`config.mk`:
```
export PLATFORM = sky130hd
export DESIGN_NAME = branch_call_timer_insn_exec
export DESIGN_NICKNAME = d
export VERILOG_FILES = /design/src/insn_exec_pkg.sv /design/src/insn_decoder.sv /design/src/branch_call_timer_insn_exec.sv
export VERILOG_INCLUDE_DIRS = /design/src
export SDC_FILE = /design/constraint.sdc
export NUM_CORES = 1
export LEC_CHECK = 0
export BUFFER_PORTS_ARGS = -buffer_cell sky130_fd_sc_hd__buf_4
export CAP_MARGIN = 20
export CORE_MARGIN = 1.5
export CORE_UTILIZATION = 51
export DETAILED_ROUTE_END_ITERATION = 16
export PLACE_DENSITY = 0.8
export SKIP_CTS_REPAIR_TIMING = 1
export SYNTH_ARGS = -nofsm -noshare
export SYNTH_HDL_FRONTEND = slang
export SYNTH_HIERARCHICAL = 1
export SYNTH_SLANG_ARGS = --single-unit
```
`constraint.sdc`:
```
create_clock -name MCLK -period 5.8 [get_ports MCLK]
set_clock_uncertainty 0.1 [all_clocks]
set_input_delay 1.16 -clock MCLK [delete_from_list [all_inputs] [get_ports MCLK]]
set_output_delay 1.16 -clock MCLK [all_outputs]
set_load 0.005 [all_outputs]
```
`src/insn_exec_params.svh`:
```
// offsets, opcodes, field positions, reset values and timing counts for the
// branch, call, return and timer instruction executor.
// assumes a 10-bit instruction word and a single page of program memory.
`ifndef INSN_EXEC_PARAMS_SVH
`define INSN_EXEC_PARAMS_SVH

// instruction, address, nibble, timer and interval widths
`define INSN_W              10
`define ADDR_W              10
`define NIB_W               4
`define TIMER_W             10
`define INTERVAL_W          18

// program space: one page, 000H to 3FFH
`define PAGE_FIRST          10'h000
`define PAGE_LAST           10'h3FF
`define PC_STEP_TWO_WORD    10'h002

// first-word opcodes, page 0
`define OP_JUMP_CARRY       10'h191
`define OP_JUMP_NO_CARRY    10'h1B1
`define OP_JUMP_FLAG        10'h1D1
`define OP_JUMP_NO_FLAG     10'h1F1
`define OP_CALL             10'h141
`define OP_RET              10'h124
`define OP_TIMER_RD_LOW     10'h3DF
`define OP_TIMER_RD_HIGH    10'h3FF
`define OP_TIMER_WR_LOW     10'h09F
`define OP_TIMER_WR_HIGH    10'h0BF
`define OP_TIMER_LOAD_IMM   10'h0DF

// timer bit positions of each nibble
`define TIMER_HIGH_MSB      9
`define TIMER_HIGH_LSB      6
`define TIMER_LOW_MSB       5
`define TIMER_LOW_LSB       2
`define TIMER_HIGH_CLR_BIT  1
`define TIMER_LOW_CLR_BIT   0

// reset values
`define STACK_PTR_RESET     0
`define RET_ADDR_RESET      10'h000
`define TIMER_RESET         10'h000

// timer interval: (value + 1) x 64 or 128 oscillator periods
`define TIMER_SCALE_FAST    18'h0_0040
`define TIMER_SCALE_SLOW    18'h0_0080

`endif

```
`src/insn_exec_pkg.sv`:
```
// types shared by the instruction executor and its decoder.
// assumes insn_exec_params.svh is on the include path.
`default_nettype none

package insn_exec_pkg;

	typedef enum logic [3:0] {
		INSN_NONE,
		INSN_JUMP_CARRY,
		INSN_JUMP_NO_CARRY,
		INSN_JUMP_FLAG,
		INSN_JUMP_NO_FLAG,
		INSN_CALL,
		INSN_RET,
		INSN_TIMER_RD_LOW,
		INSN_TIMER_RD_HIGH,
		INSN_TIMER_WR_LOW,
		INSN_TIMER_WR_HIGH,
		INSN_TIMER_LOAD_IMM
	} insn_class_t;

endpackage : insn_exec_pkg

`default_nettype wire

```
`src/insn_decoder.sv`:
```
// combinational decoder: classifies the first word and unscrambles the
// address and timer fields of the second word.
// assumes both words are presented together and stable for the cycle.
`include "insn_exec_params.svh"
`default_nettype none

module insn_decoder
	import insn_exec_pkg::*;
(
	input  wire logic [`INSN_W-1:0]  opcode_word,   // first word
	input  wire logic [`INSN_W-1:0]  operand_word,  // second word
	output var insn_class_t          insn_class,    // decoded class
	output logic      [`ADDR_W-1:0]  target_addr,   // unscrambled address
	output logic      [`TIMER_W-1:0] timer_imm      // unscrambled timer data
);

	// second word, msb first: a9 a7 a6 a5 a4 a8 a3 a2 a1 a0
	function automatic logic [`ADDR_W-1:0] unscramble_addr(input logic [`INSN_W-1:0] w);
		unscramble_addr = {w[9], w[4], w[8:5], w[3:0]};
	endfunction : unscramble_addr

	// second word, msb first: t1 t9 t8 t7 t6 t0 t5 t4 t3 t2
	function automatic logic [`TIMER_W-1:0] unscramble_timer(input logic [`INSN_W-1:0] w);
		unscramble_timer = {w[8:5], w[3:0], w[9], w[4]};
	endfunction : unscramble_timer

	always_comb begin
		target_addr = unscramble_addr(operand_word);
		timer_imm   = unscramble_timer(operand_word);
		unique case (opcode_word)
			`OP_JUMP_CARRY:     insn_class = INSN_JUMP_CARRY;
			`OP_JUMP_NO_CARRY:  insn_class = INSN_JUMP_NO_CARRY;
			`OP_JUMP_FLAG:      insn_class = INSN_JUMP_FLAG;
			`OP_JUMP_NO_FLAG:   insn_class = INSN_JUMP_NO_FLAG;
			`OP_CALL:           insn_class = INSN_CALL;
			`OP_RET:            insn_class = INSN_RET;
			`OP_TIMER_RD_LOW:   insn_class = INSN_TIMER_RD_LOW;
			`OP_TIMER_RD_HIGH:  insn_class = INSN_TIMER_RD_HIGH;
			`OP_TIMER_WR_LOW:   insn_class = INSN_TIMER_WR_LOW;
			`OP_TIMER_WR_HIGH:  insn_class = INSN_TIMER_WR_HIGH;
			`OP_TIMER_LOAD_IMM: insn_class = INSN_TIMER_LOAD_IMM;
			default:            insn_class = INSN_NONE;
		endcase
	end

endmodule : insn_decoder

`default_nettype wire

```
`src/branch_call_timer_insn_exec.sv`:
```
// executor for conditional jumps, call/return through one address stack
// register, and the timer nibble and immediate load instructions.
// assumes fetch, pc, accumulator and flags live outside on the same clock;
// every instruction here is presented for one cycle with both words.
`include "insn_exec_params.svh"
`default_nettype none

////////////////////////////////////////////////////////////////////////////////
module branch_call_timer_insn_exec
	import insn_exec_pkg::*;
#(
	parameter int PTR_WIDTH = 1  // stack pointer bits
)(
	input  wire logic                   MCLK,            // core clock, 50 MHz
	input  wire logic                   RST_N,           // sync reset, active low
	input  wire logic                   INSN_VALID,      // instruction present
	input  wire logic [`INSN_W-1:0]     INSN_OPCODE,     // first word
	input  wire logic [`INSN_W-1:0]     INSN_OPERAND,    // second word
	input  wire logic [`ADDR_W-1:0]     PC_CURRENT,      // pc of first word
	input  wire logic                   CARRY_FLAG,      // carry flag
	input  wire logic                   STATUS_FLAG,     // status flag
	input  wire logic [`NIB_W-1:0]      ACC_IN,          // accumulator value
	input  wire logic                   TIMER_SLOW_SEL,  // 1: 128 periods
	output logic                        INSN_TAKEN,      // opcode recognised
	output logic                        PC_LOAD,         // load pc pulse
	output logic      [`ADDR_W-1:0]     PC_NEXT,         // new pc
	output logic                        ACC_LOAD,        // load acc pulse
	output logic      [`NIB_W-1:0]      ACC_OUT,         // new acc value
	output logic                        INTERNAL_RESET,  // stack fault pulse
	output logic      [PTR_WIDTH-1:0]   STACK_POINTER,   // stack pointer
	output logic      [`ADDR_W-1:0]     RETURN_ADDR,     // saved pc
	output logic      [`TIMER_W-1:0]    TIMER_VALUE,     // timer register
	output logic                        TIMER_LOADED,    // timer written pulse
	output logic      [`INTERVAL_W-1:0] TIMER_INTERVAL   // interval in periods
);

	if (PTR_WIDTH < 1 || PTR_WIDTH > 8) begin : g_ptr_check
		$error("PTR_WIDTH must be 1 to 8");
	end

	////////////////////////////////////////////////////////////////////////////
	// state

	typedef struct packed {
		logic                    taken;
		logic                    pc_load;
		logic [`ADDR_W-1:0]      pc_value;
		logic                    acc_load;
		logic [`NIB_W-1:0]       acc_value;
		logic                    int_reset;
		logic [PTR_WIDTH-1:0]    stk_ptr;
		logic [`ADDR_W-1:0]      ret_addr;
		logic [`TIMER_W-1:0]     timer;
		logic                    timer_loaded;
		logic [`INTERVAL_W-1:0]  interval;
	} exec_state_t;

	localparam logic [PTR_WIDTH-1:0] PTR_RST = PTR_WIDTH'(`STACK_PTR_RESET);
	localparam logic [PTR_WIDTH-1:0] PTR_ONE = PTR_WIDTH'(1);

	exec_state_t state_reg;
	exec_state_t state_next;

	insn_class_t             insn_class;
	logic [`ADDR_W-1:0]      target_addr;
	logic [`TIMER_W-1:0]     timer_imm;

	////////////////////////////////////////////////////////////////////////////
	// decode

	insn_decoder u_decoder (
		.opcode_word  (INSN_OPCODE),
		.operand_word (INSN_OPERAND),
		.insn_class   (insn_class),
		.target_addr  (target_addr),
		.timer_imm    (timer_imm)
	);

	// pc of the word after a two-word instruction, wraps inside the page
	function automatic logic [`ADDR_W-1:0] skip_pc(input logic [`ADDR_W-1:0] pc);
		skip_pc = pc + `PC_STEP_TWO_WORD;
	endfunction : skip_pc

	function automatic logic [`INTERVAL_W-1:0] interval_of(
		input logic [`TIMER_W-1:0] t,
		input logic                slow
	);
		logic [`INTERVAL_W-1:0] count;
		count = `INTERVAL_W'(t) + `INTERVAL_W'(1);
		interval_of = slow ? `INTERVAL_W'(count * `TIMER_SCALE_SLOW)
		                   : `INTERVAL_W'(count * `TIMER_SCALE_FAST);
	endfunction : interval_of

	////////////////////////////////////////////////////////////////////////////
	// next state

	always_comb begin
		logic                  ptr_carry;
		logic                  ptr_borrow;
		logic [PTR_WIDTH:0]    ptr_inc;
		logic [PTR_WIDTH:0]    ptr_dec;
		ptr_inc    = {1'b0, state_reg.stk_ptr} + {1'b0, PTR_ONE};
		ptr_dec    = {1'b0, state_reg.stk_ptr} - {1'b0, PTR_ONE};
		ptr_carry  = ptr_inc[PTR_WIDTH];
		ptr_borrow = ptr_dec[PTR_WIDTH];

		state_next              = state_reg;
		state_next.taken        = 1'b0;
		state_next.pc_load      = 1'b0;
		state_next.acc_load     = 1'b0;
		state_next.int_reset    = 1'b0;
		state_next.timer_loaded = 1'b0;

		if (INSN_VALID && insn_class != INSN_NONE) begin
			state_next.taken = 1'b1;
		end

		// flags are inputs only; nothing here can write them
		if (INSN_VALID) begin
			unique case (insn_class)
				INSN_JUMP_CARRY: begin
					state_next.pc_load  = 1'b1;
					state_next.pc_value = CARRY_FLAG ? target_addr
					                                 : skip_pc(PC_CURRENT);
				end
				INSN_JUMP_NO_CARRY: begin
					state_next.pc_load  = 1'b1;
					state_next.pc_value = !CARRY_FLAG ? target_addr
					                                  : skip_pc(PC_CURRENT);
				end
				INSN_JUMP_FLAG: begin
					state_next.pc_load  = 1'b1;
					state_next.pc_value = STATUS_FLAG ? target_addr
					                                  : skip_pc(PC_CURRENT);
				end
				INSN_JUMP_NO_FLAG: begin
					state_next.pc_load  = 1'b1;
					state_next.pc_value = !STATUS_FLAG ? target_addr
					                                   : skip_pc(PC_CURRENT);
				end
				INSN_CALL: begin
					if (ptr_carry) begin
						// overflow: fault the core, stack back to empty
						state_next.int_reset = 1'b1;
						state_next.stk_ptr   = PTR_RST;
						state_next.ret_addr  = `RET_ADDR_RESET;
					end else begin
						state_next.stk_ptr  = ptr_inc[PTR_WIDTH-1:0];
						state_next.ret_addr = skip_pc(PC_CURRENT);
						state_next.pc_load  = 1'b1;
						state_next.pc_value = target_addr;
					end
				end
				INSN_RET: begin
					if (ptr_borrow) begin
						state_next.int_reset = 1'b1;
						state_next.stk_ptr   = PTR_RST;
						state_next.ret_addr  = `RET_ADDR_RESET;
					end else begin
						state_next.pc_load  = 1'b1;
						state_next.pc_value = state_reg.ret_addr;
						state_next.stk_ptr  = ptr_dec[PTR_WIDTH-1:0];
					end
				end
				INSN_TIMER_RD_LOW: begin
					state_next.acc_load  = 1'b1;
					state_next.acc_value =
						state_reg.timer[`TIMER_LOW_MSB:`TIMER_LOW_LSB];
				end
				INSN_TIMER_RD_HIGH: begin
					state_next.acc_load  = 1'b1;
					state_next.acc_value =
						state_reg.timer[`TIMER_HIGH_MSB:`TIMER_HIGH_LSB];
				end
				INSN_TIMER_WR_LOW: begin
					state_next.timer_loaded = 1'b1;
					state_next.timer[`TIMER_LOW_MSB:`TIMER_LOW_LSB] = ACC_IN;
					state_next.timer[`TIMER_LOW_CLR_BIT] = 1'b0;
				end
				INSN_TIMER_WR_HIGH: begin
					state_next.timer_loaded = 1'b1;
					state_next.timer[`TIMER_HIGH_MSB:`TIMER_HIGH_LSB] = ACC_IN;
					state_next.timer[`TIMER_HIGH_CLR_BIT] = 1'b0;
				end
				INSN_TIMER_LOAD_IMM: begin
					state_next.timer_loaded = 1'b1;
					state_next.timer        = timer_imm;
				end
				INSN_NONE: begin
				end
			endcase
		end

		state_next.interval = interval_of(state_next.timer, TIMER_SLOW_SEL);
	end

	////////////////////////////////////////////////////////////////////////////
	// registers

	always_ff @(posedge MCLK) begin
		if (!RST_N) begin
			state_reg <= '{
				taken:        1'b0,
				pc_load:      1'b0,
				pc_value:     `PAGE_FIRST,
				acc_load:     1'b0,
				acc_value:    4'h0,
				int_reset:    1'b0,
				stk_ptr:      PTR_RST,
				ret_addr:     `RET_ADDR_RESET,
				timer:        `TIMER_RESET,
				timer_loaded: 1'b0,
				interval:     `TIMER_SCALE_FAST
			};
		end else begin
			state_reg <= state_next;
		end
	end

	////////////////////////////////////////////////////////////////////////////
	// outputs

	assign INSN_TAKEN     = state_reg.taken;
	assign PC_LOAD        = state_reg.pc_load;
	assign PC_NEXT        = state_reg.pc_value;
	assign ACC_LOAD       = state_reg.acc_load;
	assign ACC_OUT        = state_reg.acc_value;
	assign INTERNAL_RESET = state_reg.int_reset;
	assign STACK_POINTER  = state_reg.stk_ptr;
	assign RETURN_ADDR    = state_reg.ret_addr;
	assign TIMER_VALUE    = state_reg.timer;
	assign TIMER_LOADED   = state_reg.timer_loaded;
	assign TIMER_INTERVAL = state_reg.interval;

endmodule : branch_call_timer_insn_exec

`default_nettype wire

```
Word level (Yosys, flattened, before mapping)
Cells that the tools add are included.
{"block": "op_classes", "reduce_logical": 11, "n_addsub": 4, "eq_ne": 25, "mux": 23}
{"operator": "one-hot mux 11 bit (6 select lines)", "count": 1}
{"operator": "== test 10 x 9 -> 1 bit (second input constant)", "count": 6}
{"operator": "2-to-1 mux 10 bit", "count": 5}
{"operator": "2-to-1 mux 11 bit", "count": 4}
{"operator": "one-hot mux 4 bit (11 select lines)", "count": 1}
{"operator": "== test 10 x 8 -> 1 bit (second input constant)", "count": 3}
{"operator": "one-hot mux 12 bit (2 select lines)", "count": 1}
{"operator": "== test 10 bit (second input constant)", "count": 2}
{"operator": "2-to-1 mux 18 bit", "count": 1}
{"operator": "== test 4 x 3 -> 1 bit (second input constant)", "count": 4}
{"operator": "== test 4 bit (second input constant)", "count": 4}
{"operator": "one-hot mux 4 bit (2 select lines)", "count": 2}
{"operator": "adder 10 x 1 -> 11 bit (second input constant)", "count": 1}
{"operator": "adder 10 x 2 -> 10 bit (second input constant)", "count": 1}
{"operator": "one-hot mux 5 bit (2 select lines)", "count": 1}
{"operator": "== test 4 x 2 -> 1 bit (second input constant)", "count": 2}
{"operator": "!= test 2 bit (second input constant)", "count": 3}
{"operator": "AND reduction 2 bit", "count": 3}
{"operator": "nonzero test 6 bit", "count": 1}
{"operator": "2-to-1 mux 1 bit", "count": 5}
{"operator": "== test 4 x 1 -> 1 bit (second input constant)", "count": 1}
{"operator": "one-hot mux 1 bit (2 select lines)", "count": 2}
{"operator": "AND reduction 4 bit", "count": 1}
{"operator": "nonzero test 2 bit", "count": 2}
{"operator": "other kinds (6)", "count": 6}
{"block": "totals", "output_inout_bits": 58, "in_bits": 40, "ff_bits": 58, "elab_cells": 74}

Longest topological paths before layout
{"block": "logic_depth", "word_depth": 8, "ltp_mapped": 15, "ltp_nobuf": 13}

Modules after synthesis
The synthesis kept the hierarchy.
{"mod": "branch_call_timer_insn_exec", "n_inst": 1, "cells_per_inst": 319, "area_per_inst_um2": 2710.1, "seq_area_each_um2": 1041.0}
{"mod": "insn_decoder", "n_inst": 1, "cells_per_inst": 47, "area_per_inst_um2": 339.1, "seq_area_each_um2": 0.0}

Worst setup path after synthesis
OpenSTA, ideal clock, no wires.
{"block": "synth_timing", "path_type": "input -> register", "from": "input port INSN_OPCODE[5]", "to": "register state_reg (netlist bit TIMER_INTERVAL[15])", "path_stages": 11, "setup_ns": 0.086, "t_arrival_ns": 4.562, "slack_ns": 1.052, "required_ns": 5.614, "n_path_buf": 1, "cell_sequence": "clkbuf_1 -> a211o_1 -> a2111oi_0 -> nand4b_2 -> mux2_2 -> inv_1 -> ha_1 -> o21ai_0 -> o41ai_1 -> a21oi_1 -> a211oi_1"}
{"item": "start: declaration", "line": "branch_call_timer_insn_exec.sv:17", "source": "input wire logic [`INSN_W-1:0] INSN_OPCODE,"}
{"item": "end signal: assignment", "line": "branch_call_timer_insn_exec.sv:202", "source": "state_reg <= '{"}
{"item": "end signal: assignment", "line": "branch_call_timer_insn_exec.sv:216", "source": "state_reg <= state_next;"}
{"item": "end: declaration", "line": "branch_call_timer_insn_exec.sv:61", "source": "exec_state_t state_reg;"}

==> flow_summary.json <==
{
  "synth.distinct_cells": 55,
  "yosysTopAreaCellShare_pct": 34.14,
  "drv_slew": 0,
  "layout-drive-gt1-share_pct": 27.97,
  "power_density_nw_per_um2": 174.5,
  "netlist_instances": 366,
  "wl_met2_um": 3633,
  "fp.dieArea_sq_um": 6451,
  "clk_pin_slew_ps": 90,
  "rows": 27,
  "critPathSlowestCell": "o211ai_1",
  "cts_tree": "done",
  "critPathRequiredTime_ps": 5910,
  "final.min_clock_period_ps": 4663,
  "min_from": "RETURN_ADDR[7]$_SDFFE_PN0P_",
  "topRoutingLayerUsed": "met4",
  "status": "finished, final reports clean",
  "drt-wirelength-per-cell_um": 15.90,
  "gp_congestion": 0.9099,
  "maxCapViolCount": 0,
  "r2r-end": "PC_NEXT[2]$_SDFFE_PN0P_",
  "crit_fanout": 10,
  "htreeDepth": 2,
  "p_sw_share_pct": 24.23,
  "synthTopCellsByCount": "52 x dfxtp_1, 32 x nand2_1, 32 x nor2_1",
  "cts_num_sinks": 52,
  "grt_pass1_wl_um": 12970,
  "finalHoldViolations": 0,
  "antenna_cells": 0,
  "die_w_um": 80.32,
  "place_area_sq_um": 3601,
  "hold_slack_ps": 396.5,
  "ant_nets": 0,
  "path_cells": "buf_4 -> or4b_1 -> a211o_1 -> o211ai_1 -> nand4b_2 -> mux2_2 -> inv_1 -> ha_1 -> o21ai_0 -> o41ai_1 -> a21oi_1 -> a211oi_1",
  "worst_pin_slew_ps": 820.0,
  "grt_pass1_vias": 2733,
  "synthSimpleGateAreaFrac_pct": 22.86,
  "regArea_sq_um": 1041,
  "die-height_um": 80.32,
  "fillerInstances": 490,
  "cp_top_family": "compound AO/OA/AOI/OAI gates",
  "tns_ps": 0,
  "hp-class": "register to register",
  "core_sq_um": 5642,
  "synth_xor_area_share_pct": 4.596,
  "placed_cells": 493,
  "reg2reg_slack_ps": 3590,
  "async_flop_share_pct": 0,
  "fin_crit_sh_pct": 80.39,
  "path_class": "input port to register",
  "hold_path_end": "RETURN_ADDR[7]$_SDFFE_PN0P_",
  "end_kind": "register",
  "pwr-share-seq_pct": 56.1,
  "whs_path_depth": 2,
  "vias": 2953,
  "track_usage_pct": 25.49,
  "ys_seq_area_share_pct": 34.14,
  "power_frac_comb_pct": 11.0,
  "fin_nets": 470,
  "worstPathArrival_ps": 4780,
  "ys_seq_elements": 52,
  "grt-ovfl-total": 0,
  "routed_wl_um": 7967,
  "yosysWarningCount": 6,
  "power.switching_mw": 0.1562,
  "area_delta_synth_final_pct": 21.13,
  "reg2reg_from": "STACK_POINTER$_SDFFE_PN0P_",
  "grt_antenna_before_repair": 0,
  "critical_path.max_stage_delay_ps": 620,
  "rsz0062_at_grt": "false",
  "worstRegToRegCells": 5,
  "root_buffer": "clkbuf_8",
  "synth.top_cells.by_area": "dfxtp_1 34%, buf_4 6.6%, o21ai_0 4.1%, a21oi_1 3.9%, nand2_1 3.9%",
  "numPortBuffers": 91,
  "max_slew_margin_pct": 45.33,
  "multiInputGateArea_sq_um": 1723,
  "dpl.hpwl_um": 6019,
  "peakVddDrop_mv": 0.1429,
  "cts_max_path_buffers": 2,
  "numCtsBuffers": 5,
  "floorplan.io_pins": 98,
  "drc": 0,
  "yosysMostFrequentCell": "dfxtp_1",
  "startpoint_type": "input port",
  "synth-compound-area-share_pct": 21.42,
  "drtIter0Drc": 306,
  "p_leak_nw": 1.576,
  "clkPwrFrac_pct": 32.9,
  "ys.flop_type": "dfxtp_1",
  "critPathBufInv": 2,
  "final_util_pct": 65.47,
  "finalNonFillerCells": 501,
  "setup_viol": 0,
  "wl_met1_um": 3540,
  "viasPerCell": 5.894,
  "synthAdderAreaFrac_pct": 0.8207,
  "design_area_sq_um": 3694,
  "synth_top_family_by_area": "simple AND/OR/NAND/NOR gates",
  "synth_area_sq_um": 3049,
  "synth_edf_count": 0,
  "grt_max_degree": 24,
  "syn_area_per_cell_sq_um": 8.331,
  "drt_first_pass_iters": 6,
  "synthMuxAreaShare_pct": 5.868,
  "initial_core_util_pct": 54.05,
  "fmax_mhz": 214.5,
  "synth_top_cell_by_area": "dfxtp_1",
  "clock_latency_ps": 300,
  "p_int_mw": 0.4885,
  "wl_met3_um": 613
}
how the worst max path moves through the flow:
stage	startpoint	depth (start not counted)	end	slack [ps]
after CTS	INSN_OPCODE[1]	12	TIMER_INTERVAL[15]$_SDFF_PN0_	1170
after detailed placement	INSN_OPCODE[1]	12	TIMER_INTERVAL[15]$_SDFF_PN0_	880
after global routing	INSN_OPCODE[1]	12	TIMER_INTERVAL[15]$_SDFF_PN0_	810
after floorplan	INSN_OPCODE[5]	11	TIMER_INTERVAL[15]$_SDFF_PN0_	1050
final	INSN_OPCODE[1]	12	TIMER_INTERVAL[15]$_SDFF_PN0_	1140
after global placement	INSN_OPCODE[1]	12	TIMER_INTERVAL[15]$_SDFF_PN0_	970
flip-flops by register name, summed over array words and instances (netlist names):
register and flops:
ACC_LOAD 1, TIMER_INTERVAL 12, STACK_POINTER 1, TIMER_LOADED 1, INSN_TAKEN 1, RETURN_ADDR 10, PC_NEXT 10, INTERNAL_RESET 1
PC_LOAD 1, TIMER_VALUE 10, ACC_OUT 4
per-layer routing:
metal,global-route usage [%],up-vias
li1,-,1421
met1,34.59,1377
met2,40.76,137
met3,4.545,18
met4,8.276,0
met5,0,-
logic make-up (layout without fill, tap and decap cells):
family	Yosys count	count (layout)
and+or+nand+nor	130	130
AOI/OAI and AO/OA	94	94
buffers and inverters	54	112
DFF	52	52
muxes	17	17
xor gates and xnor gates	16	16
adders and majority gates	2	2
other	1	6
cell usage in the layout, fill, tap and decap left out, types with 4 or more instances in the layout:
master,count
mux2i_1,10
a22o_1,4
clkbuf_8,6
xor2_1,11
o21ai_0,25
mux2_2,7
dfxtp_1,52
xnor2_1,5
nor2_1,32
nand4_1,6
a221oi_1,10
nand3_1,11
a21oi_1,24
nor2b_1,4
o211ai_1,4
conb_1,6
and3_1,5
buf_4,95
nand2_1,32
or3_1,6
nor3_1,5
inv_1,8
a22oi_1,6
final cells by class:
cell class,count,share of cell area (%)
Clock buffer,6,2.236
Clock inverter,2,0.2710
Inverter,9,0.9146
Multi-Input combinational cell,265,46.65
Sequential cell,52,28.18
Tap cell,72,2.439
Timing Repair Buffer,95,19.31
through the flow:
step	setup WS, ps	power (mW)
after floorplan	1052	0.4108
after global placement	973.8	0.4383
after detailed placement	877.0	0.4395
after CTS	1174	0.6453
after global routing	809.0	0.6689
final	1137	0.6446
worst min-delay path, cell delays in order (launching register included):
cell     delay (ps)
dfxtp_1         340
nand2_1          50
o21ai_0          60
power by group through the flow:
stage,Clock (mW),Combinational (mW),Sequential (mW)
after global placement,0,0.0687,0.370
final,0.212,0.0710,0.361
after CTS,0.214,0.0701,0.361
after detailed placement,0,0.0698,0.370
after global routing,0.230,0.0775,0.362
after floorplan,0,0.0408,0.370
Note: power is estimated with default switching activity, not from simulation.
